`config.mk`:
```
export PLATFORM = sky130hd
export DESIGN_NAME = frs_flash_row_erase
export DESIGN_NICKNAME = d
export VERILOG_FILES = /design/src/hdl/frs_pkg.sv /design/src/hdl/frs_flash_row_erase.sv
export SDC_FILE = /design/constraint.sdc
export NUM_CORES = 1
export LEC_CHECK = 0
export ABC_AREA = 1
export BUFFER_PORTS_ARGS = -buffer_cell sky130_fd_sc_hd__buf_2
export CAP_MARGIN = 0
export CORE_MARGIN = 4
export CORE_UTILIZATION = 57
export DETAILED_ROUTE_END_ITERATION = 16
export PLACE_DENSITY_LB_ADDON = 0.05
export SYNTH_ARGS = -nofsm -noshare
export SYNTH_HDL_FRONTEND = slang
export SYNTH_SLANG_ARGS = --single-unit
```
`constraint.sdc`:
```
create_clock -name i_clk -period 3.8 [get_ports i_clk]
set_clock_uncertainty 0.1 [all_clocks]
set_input_delay 0.76 -clock i_clk [delete_from_list [all_inputs] [get_ports i_clk]]
set_output_delay 0.76 -clock i_clk [all_outputs]
set_load 0.05 [all_outputs]
```
`src/hdl/frs_pkg.sv`:
```
// constants and types of the flash row erase sequencer
// assumes a 50 MHz system clock and an apb master on the same clock
// Behaviour
// - while running code, program memory is erased only as whole rows
// - the whole row holding the loaded address is erased, any word within
// - unlock key 55h then AAh in order; only then may erase start
// - setting write start after valid unlock with erase selected begins erase
// - two set-up cycles follow the write start before the stall
// - instruction execution halts for the erase time, typically 2 ms
// - clocks and peripherals keep running during the stall, no sleep
// - execution resumes at the third instruction after write start
// - start bits are set only by software, cleared by hardware at end
// - reset during an erase sets the write error flag
// - unlock register is write only and reads zero
// - every erase end resets write latches to blank 3FFF
package frs_pkg;

    // =====================================================================
    // register map (byte addresses)
    localparam logic [7:0] FRS_OFS_ADDR_LOW  = 8'h00;
    localparam logic [7:0] FRS_OFS_ADDR_HIGH = 8'h04;
    localparam logic [7:0] FRS_OFS_CTRL      = 8'h08;
    localparam logic [7:0] FRS_OFS_UNLOCK    = 8'h0C;
    localparam logic [7:0] FRS_OFS_IRQ_STAT  = 8'h10;
    localparam logic [7:0] FRS_OFS_IRQ_MASK  = 8'h14;

    // =====================================================================
    // control register fields
    localparam int FRS_CTRL_RD_BIT   = 0;
    localparam int FRS_CTRL_WR_BIT   = 1;
    localparam int FRS_CTRL_WRITE_ENABLE_BIT_BIT = 2;
    localparam int FRS_CTRL_WERR_BIT = 3;
    localparam int FRS_CTRL_FREE_BIT = 4;
    localparam int FRS_CTRL_BUSY_BIT = 5;
    localparam int FRS_CTRL_CONFIG_SPACE_SELECT_BIT = 6;

    // interrupt status fields
    localparam int FRS_IRQ_DONE_BIT   = 0;
    localparam int FRS_IRQ_REFUSE_BIT = 1;
    localparam int FRS_IRQ_W          = 2;

    // =====================================================================
    // widths, keys, reset values
    localparam int          FRS_ADDR_LOW_W = 8;
    localparam int          FRS_ADDR_HIGH_W = 6;
    localparam int          FRS_ADDR_W     = 14;
    localparam int          FRS_ROW_LOG2   = 4;
    localparam logic [7:0]  FRS_KEY_FIRST  = 8'h55;
    localparam logic [7:0]  FRS_KEY_SECOND = 8'hAA;
    localparam logic [13:0] FRS_LATCH_BLANK = 14'h3FFF;
    localparam logic [31:0] FRS_ZERO_WORD  = 32'h0000_0000;

    // =====================================================================
    // timing
    localparam int FRS_CLK_PERIOD_NS = 20;
    localparam int FRS_ERASE_TIME_NS = 2000000;
    localparam int FRS_ERASE_CYCLES  = FRS_ERASE_TIME_NS / FRS_CLK_PERIOD_NS;
    localparam int FRS_SETUP_CYCLES  = 2;

    // =====================================================================
    // sequencer states
    typedef enum logic [2:0] {
        FRS_ST_IDLE  = 3'b001,
        FRS_ST_SETUP = 3'b010,
        FRS_ST_ERASE = 3'b100
    } frs_state_e;

    // unlock progress
    typedef enum logic [2:0] {
        FRS_KEY_NONE  = 3'b001,
        FRS_KEY_HALF  = 3'b010,
        FRS_KEY_ARMED = 3'b100
    } frs_key_e;

endpackage : frs_pkg

```
`src/hdl/frs_flash_row_erase.sv`:
```
// flash row erase sequencer: apb registers, unlock check, set-up, stall, latch reset
// assumes a core that honours o_nop_force and o_cpu_stall, and a flash array
// that erases the row on o_erase_busy and clears latches on o_latch_reset
//
// Implementation choices: the APB interface to the registers and the register addresses.
`timescale 1ns/1ps
module frs_flash_row_erase
    import frs_pkg::*;
#(
    parameter int ERASE_CYCLES = FRS_ERASE_CYCLES
)
(
    // clock and reset
    input  wire logic                      i_clk,
    input  wire logic                      i_sys_rst,
    // apb slave
    input  wire logic                      i_psel,
    input  wire logic                      i_penable,
    input  wire logic                      i_pwrite,
    input  wire logic [7:0]                i_paddr,
    input  wire logic [31:0]               i_pwdata,
    output logic                           o_pready,
    output logic [31:0]                    o_prdata,
    output logic                           o_pslverr,
    // core control
    output logic                           o_nop_force,
    output logic                           o_cpu_stall,
    output logic                           o_resume,
    // flash array
    output logic                           o_erase_busy,
    output logic [FRS_ADDR_W-FRS_ROW_LOG2-1:0] o_erase_row,
    output logic                           o_latch_reset,
    output logic [FRS_ADDR_W-1:0]          o_latch_blank,
    // interrupt
    output logic                           o_irq
);

    // =====================================================================
    // apb handshake: one wait cycle, answer registered
    logic        pready_r;
    logic [31:0] prdata_r;
    logic        pslverr_r;
    logic        acc;
    logic        wr_acc;
    logic        mapped;

    assign acc    = i_psel & i_penable & pready_r;
    assign wr_acc = acc & i_pwrite;

    function automatic logic is_mapped(input logic [7:0] a);
        is_mapped = (a == FRS_OFS_ADDR_LOW) || (a == FRS_OFS_ADDR_HIGH) ||
                    (a == FRS_OFS_CTRL) || (a == FRS_OFS_UNLOCK) ||
                    (a == FRS_OFS_IRQ_STAT) || (a == FRS_OFS_IRQ_MASK);
    endfunction : is_mapped

    assign mapped = is_mapped(i_paddr);

    always_ff @(posedge i_clk)
    begin
        if (i_sys_rst)
            pready_r <= 1'b0;
        else
            pready_r <= i_psel & i_penable & ~pready_r;
    end

    // =====================================================================
    // registers written by software
    logic [FRS_ADDR_LOW_W-1:0]  addr_low_r;
    logic [FRS_ADDR_HIGH_W-1:0] addr_high_r;
    logic                       write_enable_bit_r;
    logic                       free_r;
    logic                       config_space_select_r;
    logic                       rd_r;
    logic                       wr_r;
    logic                       werr_r;
    logic [FRS_IRQ_W-1:0]       irq_stat_r;
    logic [FRS_IRQ_W-1:0]       irq_mask_r;
    frs_key_e                   key_r;
    frs_state_e                 state_r;
    logic [31:0]                cnt_r;
    logic                       ctrl_wr;
    logic                       start_req;
    logic                       start_ok;
    logic                       erase_end;

    assign ctrl_wr   = wr_acc && (i_paddr == FRS_OFS_CTRL);
    assign start_req = ctrl_wr && i_pwdata[FRS_CTRL_WR_BIT] && !wr_r;
    // the ctrl write itself must carry enable and erase select
    assign start_ok  = start_req && (key_r == FRS_KEY_ARMED) &&
                       i_pwdata[FRS_CTRL_WRITE_ENABLE_BIT_BIT] && i_pwdata[FRS_CTRL_FREE_BIT] &&
                       !i_pwdata[FRS_CTRL_CONFIG_SPACE_SELECT_BIT];
    assign erase_end = (state_r == FRS_ST_ERASE) && (cnt_r == 32'(ERASE_CYCLES - 1));

    always_ff @(posedge i_clk)
    begin
        if (i_sys_rst)
        begin
            addr_low_r  <= '0;
            addr_high_r <= '0;
        end
        else if (wr_acc && state_r == FRS_ST_IDLE)
        begin
            if (i_paddr == FRS_OFS_ADDR_LOW)
                addr_low_r <= i_pwdata[FRS_ADDR_LOW_W-1:0];
            if (i_paddr == FRS_OFS_ADDR_HIGH)
                addr_high_r <= i_pwdata[FRS_ADDR_HIGH_W-1:0];
        end
    end

    always_ff @(posedge i_clk)
    begin
        if (i_sys_rst)
        begin
            write_enable_bit_r <= 1'b0;
            free_r <= 1'b0;
            config_space_select_r <= 1'b0;
        end
        else if (ctrl_wr)
        begin
            write_enable_bit_r <= i_pwdata[FRS_CTRL_WRITE_ENABLE_BIT_BIT];
            free_r <= i_pwdata[FRS_CTRL_FREE_BIT];
            config_space_select_r <= i_pwdata[FRS_CTRL_CONFIG_SPACE_SELECT_BIT];
        end
    end

    // start bits: software sets only, hardware clears
    always_ff @(posedge i_clk)
    begin
        if (i_sys_rst)
        begin
            rd_r <= 1'b0;
            wr_r <= 1'b0;
        end
        else
        begin
            rd_r <= ctrl_wr && i_pwdata[FRS_CTRL_RD_BIT] && !rd_r;
            if (start_ok)
                wr_r <= 1'b1;
            else if (erase_end)
                wr_r <= 1'b0;
        end
    end

    // error flag survives a reset that cuts an erase short; a long reset keeps it
    logic rst_q_r;

    always_ff @(posedge i_clk)
    begin
        rst_q_r <= i_sys_rst;
    end

    always_ff @(posedge i_clk)
    begin
        if (i_sys_rst)
        begin
            case (state_r)
                FRS_ST_SETUP, FRS_ST_ERASE:
                    werr_r <= 1'b1;
                FRS_ST_IDLE:
                    if (!rst_q_r)
                        werr_r <= 1'b0;
                default:
                    werr_r <= 1'b0;
            endcase
        end
        else if (ctrl_wr && !i_pwdata[FRS_CTRL_WERR_BIT])
            werr_r <= 1'b0;
    end

    // =====================================================================
    // unlock key tracker: any other write in between disarms it
    always_ff @(posedge i_clk)
    begin
        if (i_sys_rst)
            key_r <= FRS_KEY_NONE;
        else if (wr_acc)
        begin
            if (i_paddr == FRS_OFS_UNLOCK && i_pwdata[7:0] == FRS_KEY_FIRST)
                key_r <= FRS_KEY_HALF;
            else if (i_paddr == FRS_OFS_UNLOCK && i_pwdata[7:0] == FRS_KEY_SECOND
                     && key_r == FRS_KEY_HALF)
                key_r <= FRS_KEY_ARMED;
            else
                key_r <= FRS_KEY_NONE;
        end
    end

    // =====================================================================
    // sequencer: set-up, stall, done
    always_ff @(posedge i_clk)
    begin
        if (i_sys_rst)
        begin
            state_r <= FRS_ST_IDLE;
            cnt_r   <= '0;
        end
        else
        begin
            case (state_r)
                FRS_ST_IDLE:
                begin
                    cnt_r <= '0;
                    if (start_ok)
                        state_r <= FRS_ST_SETUP;
                end
                FRS_ST_SETUP:
                begin
                    if (cnt_r == 32'(FRS_SETUP_CYCLES - 1))
                    begin
                        state_r <= FRS_ST_ERASE;
                        cnt_r   <= '0;
                    end
                    else
                        cnt_r <= cnt_r + 32'd1;
                end
                FRS_ST_ERASE:
                begin
                    if (erase_end)
                        state_r <= FRS_ST_IDLE;
                    else
                        cnt_r <= cnt_r + 32'd1;
                end
                default:
                begin
                    state_r <= FRS_ST_IDLE;
                    cnt_r   <= '0;
                end
            endcase
        end
    end

    // core and array outputs; only the core halts, clock keeps running
    always_ff @(posedge i_clk)
    begin
        if (i_sys_rst)
        begin
            o_nop_force   <= 1'b0;
            o_cpu_stall   <= 1'b0;
            o_resume      <= 1'b0;
            o_erase_busy  <= 1'b0;
            o_erase_row   <= '0;
            o_latch_reset <= 1'b0;
        end
        else
        begin
            o_nop_force   <= start_ok || (state_r == FRS_ST_SETUP &&
                             cnt_r != 32'(FRS_SETUP_CYCLES - 1));
            o_cpu_stall   <= (state_r == FRS_ST_SETUP && cnt_r == 32'(FRS_SETUP_CYCLES - 1))
                             || (state_r == FRS_ST_ERASE && !erase_end);
            o_resume      <= erase_end;
            o_erase_busy  <= (state_r == FRS_ST_SETUP && cnt_r == 32'(FRS_SETUP_CYCLES - 1))
                             || (state_r == FRS_ST_ERASE && !erase_end);
            if (start_ok)
                o_erase_row <= {addr_high_r, addr_low_r[FRS_ADDR_LOW_W-1:FRS_ROW_LOG2]};
            o_latch_reset <= erase_end;
        end
    end

    assign o_latch_blank = FRS_LATCH_BLANK;

    // =====================================================================
    // interrupts: sticky, write one to clear, set wins
    logic [FRS_IRQ_W-1:0] irq_set;
    logic [FRS_IRQ_W-1:0] irq_clr;
    logic                 irq_r;

    assign irq_set = {start_req && !start_ok, erase_end};
    assign irq_clr = (wr_acc && i_paddr == FRS_OFS_IRQ_STAT) ? i_pwdata[FRS_IRQ_W-1:0] : '0;

    always_ff @(posedge i_clk)
    begin
        if (i_sys_rst)
            irq_stat_r <= '0;
        else
            irq_stat_r <= (irq_stat_r & ~irq_clr) | irq_set;
    end

    always_ff @(posedge i_clk)
    begin
        if (i_sys_rst)
            irq_mask_r <= '0;
        else if (wr_acc && i_paddr == FRS_OFS_IRQ_MASK)
            irq_mask_r <= i_pwdata[FRS_IRQ_W-1:0];
    end

    always_ff @(posedge i_clk)
    begin
        if (i_sys_rst)
            irq_r <= 1'b0;
        else
            irq_r <= |((((irq_stat_r & ~irq_clr) | irq_set)) & irq_mask_r);
    end

    assign o_irq = irq_r;

    // =====================================================================
    // read data
    logic [31:0] rd_word;

    always_comb
    begin
        rd_word = FRS_ZERO_WORD;
        case (i_paddr)
            FRS_OFS_ADDR_LOW:  rd_word[FRS_ADDR_LOW_W-1:0] = addr_low_r;
            FRS_OFS_ADDR_HIGH: rd_word[FRS_ADDR_HIGH_W-1:0] = addr_high_r;
            FRS_OFS_CTRL:
            begin
                rd_word[FRS_CTRL_RD_BIT]   = rd_r;
                rd_word[FRS_CTRL_WR_BIT]   = wr_r;
                rd_word[FRS_CTRL_WRITE_ENABLE_BIT_BIT] = write_enable_bit_r;
                rd_word[FRS_CTRL_WERR_BIT] = werr_r;
                rd_word[FRS_CTRL_FREE_BIT] = free_r;
                rd_word[FRS_CTRL_BUSY_BIT] = (state_r != FRS_ST_IDLE);
                rd_word[FRS_CTRL_CONFIG_SPACE_SELECT_BIT] = config_space_select_r;
            end
            FRS_OFS_UNLOCK:    rd_word = FRS_ZERO_WORD;
            FRS_OFS_IRQ_STAT:  rd_word[FRS_IRQ_W-1:0] = irq_stat_r;
            FRS_OFS_IRQ_MASK:  rd_word[FRS_IRQ_W-1:0] = irq_mask_r;
            default:           rd_word = FRS_ZERO_WORD;
        endcase
    end

    always_ff @(posedge i_clk)
    begin
        if (i_sys_rst)
        begin
            prdata_r  <= FRS_ZERO_WORD;
            pslverr_r <= 1'b0;
        end
        else
        begin
            prdata_r  <= (i_psel && i_penable && !pready_r && !i_pwrite) ? rd_word : FRS_ZERO_WORD;
            pslverr_r <= i_psel && i_penable && !pready_r && !mapped;
        end
    end

    assign o_pready  = pready_r;
    assign o_prdata  = prdata_r;
    assign o_pslverr = pslverr_r;
endmodule : frs_flash_row_erase

```
* Word level (Yosys, flattened, before mapping) *
Cells that the tools add are included.

cells by class
  add/sub/neg operators = 1
  equal/unequal tests = 21
  multiplexer cells = 19
  bitwise operators = 11
  reductions and logical operators = 52

operators with widths
  kind                                                                      number
  32-bit two-way mux                                                        2
  32-bit case mux with 2 select lines                                       1
  32-bit by 1-bit adder with 32-bit output (second input constant)          1
  32-bit by 1-bit equality test with 1-bit output (second input constant)   1
  32-bit by 17-bit equality test with 1-bit output (second input constant)  1
  32-bit by 1-bit != test with 1-bit output (second input constant)         1
  1-bit logical AND                                                         25
  8-bit by 4-bit equality test with 1-bit output (second input constant)    2
  8-bit by 5-bit equality test with 1-bit output (second input constant)    2
  3-bit two-way mux                                                         5
  4-bit case mux with 3 select lines                                        1
  2-bit case mux with 5 select lines                                        1
  1-bit zero test                                                           9
  3-bit case mux with 3 select lines                                        1
  8-bit by 3-bit equality test with 1-bit output (second input constant)    1
  8-bit by 7-bit equality test with 1-bit output (second input constant)    1
  8-bit equality test (second input constant)                               1
  8-bit zero test                                                           1
  1-bit logical OR                                                          7
  3-bit by 2-bit equality test with 1-bit output (second input constant)    2
  3-bit equality test (second input constant)                               2
  2-bit != test (second input constant)                                     3
  2-bit AND reduction                                                       3
  2-bit OR reduction                                                        3
  15 further kinds                                                          27

word-level totals
  bits in registers = 111
  input bits = 45
  output and inout bits = 64
  logic and storage cells = 128

* Depth between registers and ports, before layout *
Gate-level depths: netlist of the first run.

  depth in word-level cells = 15
  depth in mapped cells = 11
  depth with buffers taken out = 11

* Worst setup path before layout of the first run *
OpenSTA, ideal clock, no wires.

  path kind = input port to flip-flop
  start = input port i_paddr[7]
  end = register werr_r (enable)
  setup time = 0.320 ns
  arrival = 1.621 ns
  setup slack = 1.759 ns
  stages = 7
  cells stage by stage = nor2_1 nand2_1 nor2_1 nand2_1 inv_1 nand2_1 o31ai_1

on the way
  longest elaborated chain between the ends = 5

RTL lines
  item                                            RTL line                    source
  start, declared                                 frs_flash_row_erase.sv:20   input wire logic [7:0] i_paddr,
  8-bit by 4-bit equality test with 1-bit output  frs_flash_row_erase.sv:86   assign ctrl_wr = wr_acc && (i_paddr == FRS_OFS_CTRL);
  1-bit logical AND                               frs_flash_row_erase.sv:86
  1-bit logical AND                               frs_flash_row_erase.sv:166  else if (ctrl_wr && !i_pwdata[FRS_CTRL_WERR_BIT])
  2-bit nonzero test (no source line)             n/a
  2-bit AND reduction (no source line)            n/a
  end signal, assigned                            frs_flash_row_erase.sv:161  werr_r <= 1'b0;
  end signal, assigned                            frs_flash_row_erase.sv:163  werr_r <= 1'b0;
  end signal, assigned                            frs_flash_row_erase.sv:167  werr_r <= 1'b0;
  end, declared                                   frs_flash_row_erase.sv:75   logic werr_r;

No other way between the ends.
A chain may end at the register's enable or synchronous reset.

==> results summary, run 1 <==
The run finished with clean final reports. The number of hold violations in the final report came out at 0. The I/O pin count came out at roughly 110. The cell area that synthesis handed to floorplanning was 0.00475 mm^2.

The number of core rows is 33. The multiplexer fraction of the synthesized cell area is 0%. The sink count of the clock tree is 87. Dividing the detail-routed via count by the number of cells gives approximately 5.2. The gate count of the mapped netlist is around 680. The detailed-route wire length came out at about 11,000 um. The required time reported for the critical path endpoint came out at 3.98 ns. The count of unresolved DRC violations after routing is 0.

The shortest clock period the worst path allows after layout is between 2 and 2.5 ns. The worst-margin pin slew came out at between 0.9 and 1 ns. The synthesized netlist devotes about 34% of its cell area to simple gates. The sum of overflow across all layers after global routing is 0. For this run, the number of Yosys warnings is 0. The die area is slightly below 0.01 mm^2. Broken down by cell family, the worst path's largest delay share belongs to buffers and inverters. The detailed placement HPWL is between 8000 and 9000 um. Traced cell by cell, the critical path runs through buf_2 > inv_1 > nand2_4 > nor3_1. The cell count after placement came out at a little over 800. The largest family of logic cells by synthesized area is simple AND/OR/NAND/NOR gates. The initial standard-cell utilization of the core is between 50% and 60%. TritonCTS built the clock tree.

Once detail routing completed, the nets flagged for antenna violations numbered 0. The post-CTS setup buffer count came out at 0. The cts-stage hold buffer count came out at 0. The number of storage elements in the synthesis netlist is just under 90.

The synthesized area per cell came out at around 7 um^2. Summing all flip-flop and latch instances after layout gives 0.00175 mm^2. The root buffer selected by CTS is clkbuf_8. Max-cap violations in this run came to 0. The worst setup path is of the in2reg kind.

The path class of the tightest hold or removal check is reg2reg. The setup violation total in the final timing report is 0. Global routing used 33.4% of the available met1 tracks. The number of non-filler instances in the completed layout came out at just over 800. met2 is the most crowded layer. The final max-slew violation count came out at 0.

The H-tree was split into 3 levels. Global routing used a little under a quarter of the available tracks across all layers. The first-pass GRT wire length is 18,200 um. For this design, the slowest cell found on the critical path is inv_1. The most used flip-flop cell after synthesis is dfxtp_1. The first-pass iteration count of the detailed router came out at 5. The async set-reset flop share out of synthesis is 0%. The die is a little under 100 um wide. The maximum fanout encountered on the critical timing path came out at 33. The area fraction of the dominant cell type after synthesis came out at a little over a third. The maximum buffer depth of the clock tree came out at 2. The post-synthesis xor/xnor area fraction is 2.03%. The final net count is 764. The combined area of the multi-input logic cells is 0.00245 mm^2. The power density over the cells is roughly 330 mW/mm^2. The post-layout utilization of the core came out at approximately 62%. The final cycle utilization of the critical path came out at about 60%. Once the clock tree was built, the resizer swapped 0 gates to a different size. Setup repair after global routing left no endpoint under its margin.

The final route contains 4,324 vias. The relative area change from synthesis to final layout is 6.64%. The leakage power came out at approximately 2 nW. Yosys mapped a number of flops with a built-in enable equal to 1.

Global routing consumed, on the met3 layer, about 4.2% of the routing resources. The relative max-transition margin came out at 35.6%. The largest net degree at the start of global routing came out at 34. IR analysis of the VDD net gives a maximum drop of approximately 180 uV. The DRC marker count from the first detailed-route iteration is around 270. The via count of the first global-routing pass came out at 3,895. The wire length per cell after detailed routing is 13.4 um. By area the synthesized netlist is led by dfxtp_1, nand2_1, nor2_1. The aggregate negative setup slack came out at 0 ns. The antenna diode count is 0. In this run the number of cells on the critical path is 4. The total CTS buffers came out at 9. The initial antenna violation count is 0.

Of all cell types, the one taking the most synthesized area is dfxtp_1. The congestion estimate from routability-driven global placement came to 0.928. The met2 demand-to-capacity share in global routing is about a third. In this run, distinct cell masters in the synthesized netlist total 40. Sequential elements use 36.9% of the synthesized area. The worst hold path depth came out at 1.

The clock slew at the register clock pins of the worst setup and hold paths came out at roughly 0.10 ns. In this run the tool buffered the top-level ports with 46 buffer cells. In the final layout, the share of cells above drive strength 1 is between 10% and 20%.

The critical path data arrival time is between 2 and 2.5 ns. The worst setup path is captured at a flip-flop. In this design, the stage delay of the slowest critical-path cell is between 0.7 and 0.8 ns.

The worst setup path is launched from an input pin. The placeable core region came out at 0.00818 mm^2. The fraction of the mapped netlist area in compound gates is between 10% and 20%.

The fraction of the mapped netlist area in adder cells is 0.527%. Counting cells, the worst reg-to-reg path comes to 7. The latest clock arrival within the worst-skew pair came out at between 0.3 and 0.4 ns.

The number of inserted filler cells in the final layout is roughly 770. Based on the critical path, the design can be clocked at up to about 0.44 GHz. The die is approximately 100 um tall. The number of buffer and inverter stages on the critical path came out at 2.
-- final timing paths --
check	start	to	slack [ns]
worst min-delay path	rd_r	rd_r	0.34
worst max register to register	cnt_r[0]	cnt_r[30]	1.78
worst max-delay path	i_sys_rst	cnt_r[13]	1.51
worst min register to register	rd_r	rd_r	0.34
-- cells in the final DEF (no fill, tap or decap), types with 9 or more instances in the layout --
cell	Yosys	final
nor3_2	10	10
xor2_1	9	9
nand4_1	11	11
buf_2	3	46
conb_1	2	38
nor3_1	24	24
a21oi_1	45	45
nand3_1	24	24
nand2_1	121	121
dfxtp_1	86	86
nor2_2	10	10
inv_1	74	74
o21ai_0	36	36
nor2_1	109	109
clkbuf_8	0	9
-- power breakdown --
part	switching (W)	total, W	internal (W)
clock network	0.000382	0.000642	0.000260
logic	0.000117	0.000132	0.0000144
registers	0.000000737	0.000915	0.000915
total	0.000500	0.00169	0.00119
-- metrics by stage --
stage                     instance area (um^2)  power [W]  setup WS (ns)  hold slack (ns)
after floorplan                           4890    0.00108           1.76            0.300
after global placement                    4870    0.00107           1.21            0.322
after detailed placement                  4870    0.00107           1.18            0.319
after CTS                                 5070    0.00171           1.55            0.339
after global routing                      5070    0.00176           1.35            0.359
final                                     5070    0.00169           1.51            0.343
-- sequential cells by signal, indices dropped and copies added, names as in the netlist --
| name | count |
|---|---|
| werr_r | 1 |
| wr_r | 1 |
| state_r | 3 |
| rst_q_r | 1 |
| irq_mask_r | 2 |
| o_pslverr | 1 |
| rd_r | 1 |
| write_enable_bit_r | 1 |
| addr_high_r | 6 |
| o_prdata | 8 |
| key_r | 3 |
| o_pready | 1 |
| addr_low_r | 8 |
| irq_stat_r | 2 |
| config_space_select_r | 1 |
| o_latch_reset | 1 |
| o_erase_busy | 1 |
| o_nop_force | 1 |
| o_erase_row | 10 |
| free_r | 1 |
| cnt_r | 32 |
| o_irq | 1 |
-- synthesized netlist by cell type (9+ instances only) --
cell / count
a21oi_1: 45
buf_4: 40
dfxtp_1: 86
inv_1: 74
nand2_1: 121
nand3_1: 24
nand4_1: 11
nor2_1: 109
nor2_2: 10
nor3_1: 24
nor3_2: 10
o21ai_0: 36
xor2_1: 9
-- cells by family (layout without fill, tap and decap cells) --
group                      count (synthesis)  in the layout
DFF                                       87             87
xor gates and xnor gates                  11             11
other                                      2             38
buffers and inverters                    132            142
AOI/OAI and AO/OA                        103            103
and+or+nand+nor                          339            339
adders and majority gates                  2              2
-- layer usage --
metal	part of all wire [%]	wire [um]	vias up
li1	-	-	2191
met1	49	5420	1963
met2	43	4820	161
met3	7.0	782	9
met4	0.84	93	0
met5	0	0	-
-- cell type report --
cell class | count | share of cell area (%)
multi-input cells | 493 | 48.4
flip-flops and latches | 87 | 34.6
inverters | 80 | 5.93
repair buffers | 46 | 4.54
well taps | 105 | 2.59
clock buffers | 9 | 2.44
clock inverters | 7 | 1.48
(Power assumes the default switching activity.)
==> inputs of run 2 (changes only) <==
CORE_UTILIZATION = 54   (was 57)
clock period = 2.15 ns   (was 3.8 ns; I/O delays follow)
==> results summary, run 2 (synthesis gave the netlist of run 1 again) <==
The initial antenna violation count was 0. The combined flip-flop and latch cell area came out at approximately 0.0018 mm^2. The number of buffers added on ports is 46. IR analysis of the VDD net gives a maximum drop of between 300 and 400 uV.

The number of H-tree branching levels came out at 3. The total CTS buffers came out at 9. The post-layout utilization of the core came out at between 60% and 70%. Across every metal layer, demand over resource in global routing totals a little under a quarter. Setup repair after global routing left no endpoint under its margin. The post-CTS setup buffer count is 0. The overall die width is between 100 and 150 um. The number of core rows is 33. The number of nets with antenna violations after routing is 0.

Dividing the detail-routed wire length by the instance count gives 13.5 um. The worst setup path is launched from a flip-flop. Dividing total power by cell area gives a power density of 568 mW/mm^2. The maximum frequency from static timing analysis is approximately 0.54 GHz.

The cts-stage hold buffer count came out at 0. The detailed placement HPWL came out at between 8000 and 9000 um. In the layout the commonest cells are nand2_1, nor2_1, dfxtp_1. The shortest clock period the worst path allows after layout is 1.86 ns. The final weighted congestion of routability-driven global placement is roughly 0.94. Counting along the longest clock path gives a buffer depth of 2. The clock slew at the register clock pins of the worst setup and hold paths is ~0.10 ns. After the last flow step, the layout net total stands at between 700 and 800. The largest net degree at the start of global routing is 31. The sink count of the clock tree is 87. The tool flagged a number of max-cap violations equal to 0.

The I/O pin count is roughly 110. The number of hold violations in the final report is 0. The flip-flop count of the largest register, all copies and words added is 32. The latest clock arrival within the worst-skew pair is between 0.3 and 0.4 ns.

The fraction of layout cells with a size suffix above 1 is 16.6%. The first-pass iteration count of the detailed router came out at 5. The antenna diode count came out at 0. The average vias per placed instance is approximately 5.1.

The largest registers in the layout are cnt_r x32, o_erase_row x10. The die area came out at slightly above 0.01 mm^2. The final max-slew violation count came out at 0.

Clock tree synthesis selected as its root buffer the cell clkbuf_8. After the first detailed-routing iteration, the DRC count stood at approximately 200. The count of unresolved DRC violations after routing came out at 0. The post-cts sizing count is 0. The run finished with clean final reports. The first global-routing pass estimated around 19,000 um of wire. The worst path setup slack after routing came out at just under 0.3 ns. The library cell used most frequently in the layout, excluding fill and tap cells, is nand2_1. In this run the register-to-register setup slack is 0.29 ns. The worst hold path belongs to the class in2reg. Setup total negative slack on the finished layout was measured at 0 ns.

The critical path data arrival time is ~2.0 ns. The leakage power came out at approximately 2.0 nW. After floorplanning, the core was sized to cover 0.00838 mm^2.

The routed layout has ~4,300 vias. The initial standard-cell utilization of the core came out at a little under three fifths. The maximum fanout encountered on the critical timing path came out at 6. The required time reported for the critical path endpoint is 2.29 ns. The sum of overflow across all layers after global routing came out at 0. The die boundary height is ~100 um. The final cycle utilization of the critical path is 86.6%.

The filler cells instantiated in the layout total 830. The worst setup path is captured at a flip-flop. TritonCTS built the clock tree. Setup violations remaining at the end of the flow were counted as 0. The category of the most critical setup path is reg2reg. The worst setup timing slack at the placement stage is between 0.2 and 0.25 ns. The final layout contains routed wiring with a total length of 11,300 um. The via count of the first global-routing pass came to 4,070. The multi-input combinational cells in the finished layout cover a total of ~0.0025 mm^2. Ranked by flip-flop count, first place goes to cnt_r. The relative area change from synthesis to final layout came out at 8.43%.
[run 2: worst max-delay path, stage by stage, from the launching register on]
cell and delay (ns):
dfxtp_1 0.42, ha_1 0.20, inv_1 0.07, nor2_4 0.20, nand3_2 0.19, nor2_4 0.22
nand2_1 0.09, nor3_1 0.19, nor3_2 0.07
[run 2: power by group]
part / total (W) / internal [W] / switching [W]
registers: 0.00162 / 0.00162 / 0.00000148
clock network: 0.00107 / 0.000439 / 0.000631
logic: 0.000238 / 0.0000291 / 0.000209
[run 2: cell type report]
type / instances / share of cell area [%]
sequential: 87 / 34.0
timing repair buffer: 58 / 6.46
inverter: 80 / 5.83
tap: 105 / 2.55
multi-input combinational: 493 / 47.6
clock inverter: 6 / 1.04
clock buffer: 10 / 2.48
[run 2: per-stage QoR]
stage	instance area [um^2]	hold WS [ns]	std cells	total power, W
CTS	5150	0.265	839	0.00295
finish	5150	0.284	839	0.00293
detailed placement	4970	0.315	823	0.00189
global placement	4970	0.307	823	0.00189
floorplan	4890	0.300	712	0.00190
global route	5150	0.276	839	0.00304
[run 2: routing by layer]
metal	share of wire [%]	global-route usage (%)
met4	0.95	5.55
met2	43	35.8
met5	0	0
met1	49	33.9
met3	6.8	3.00
[run 2: path summary, 6_finish.rpt]
kind / start / cells past startpoint / endpoint
setup reg to reg: cnt_r[0] / 8 / cnt_r[30]
hold reg to reg: rd_r / 1 / rd_r
hold / removal: i_pwdata[7] / 3 / addr_low_r[7]
setup / recovery: cnt_r[0] / 8 / cnt_r[30]
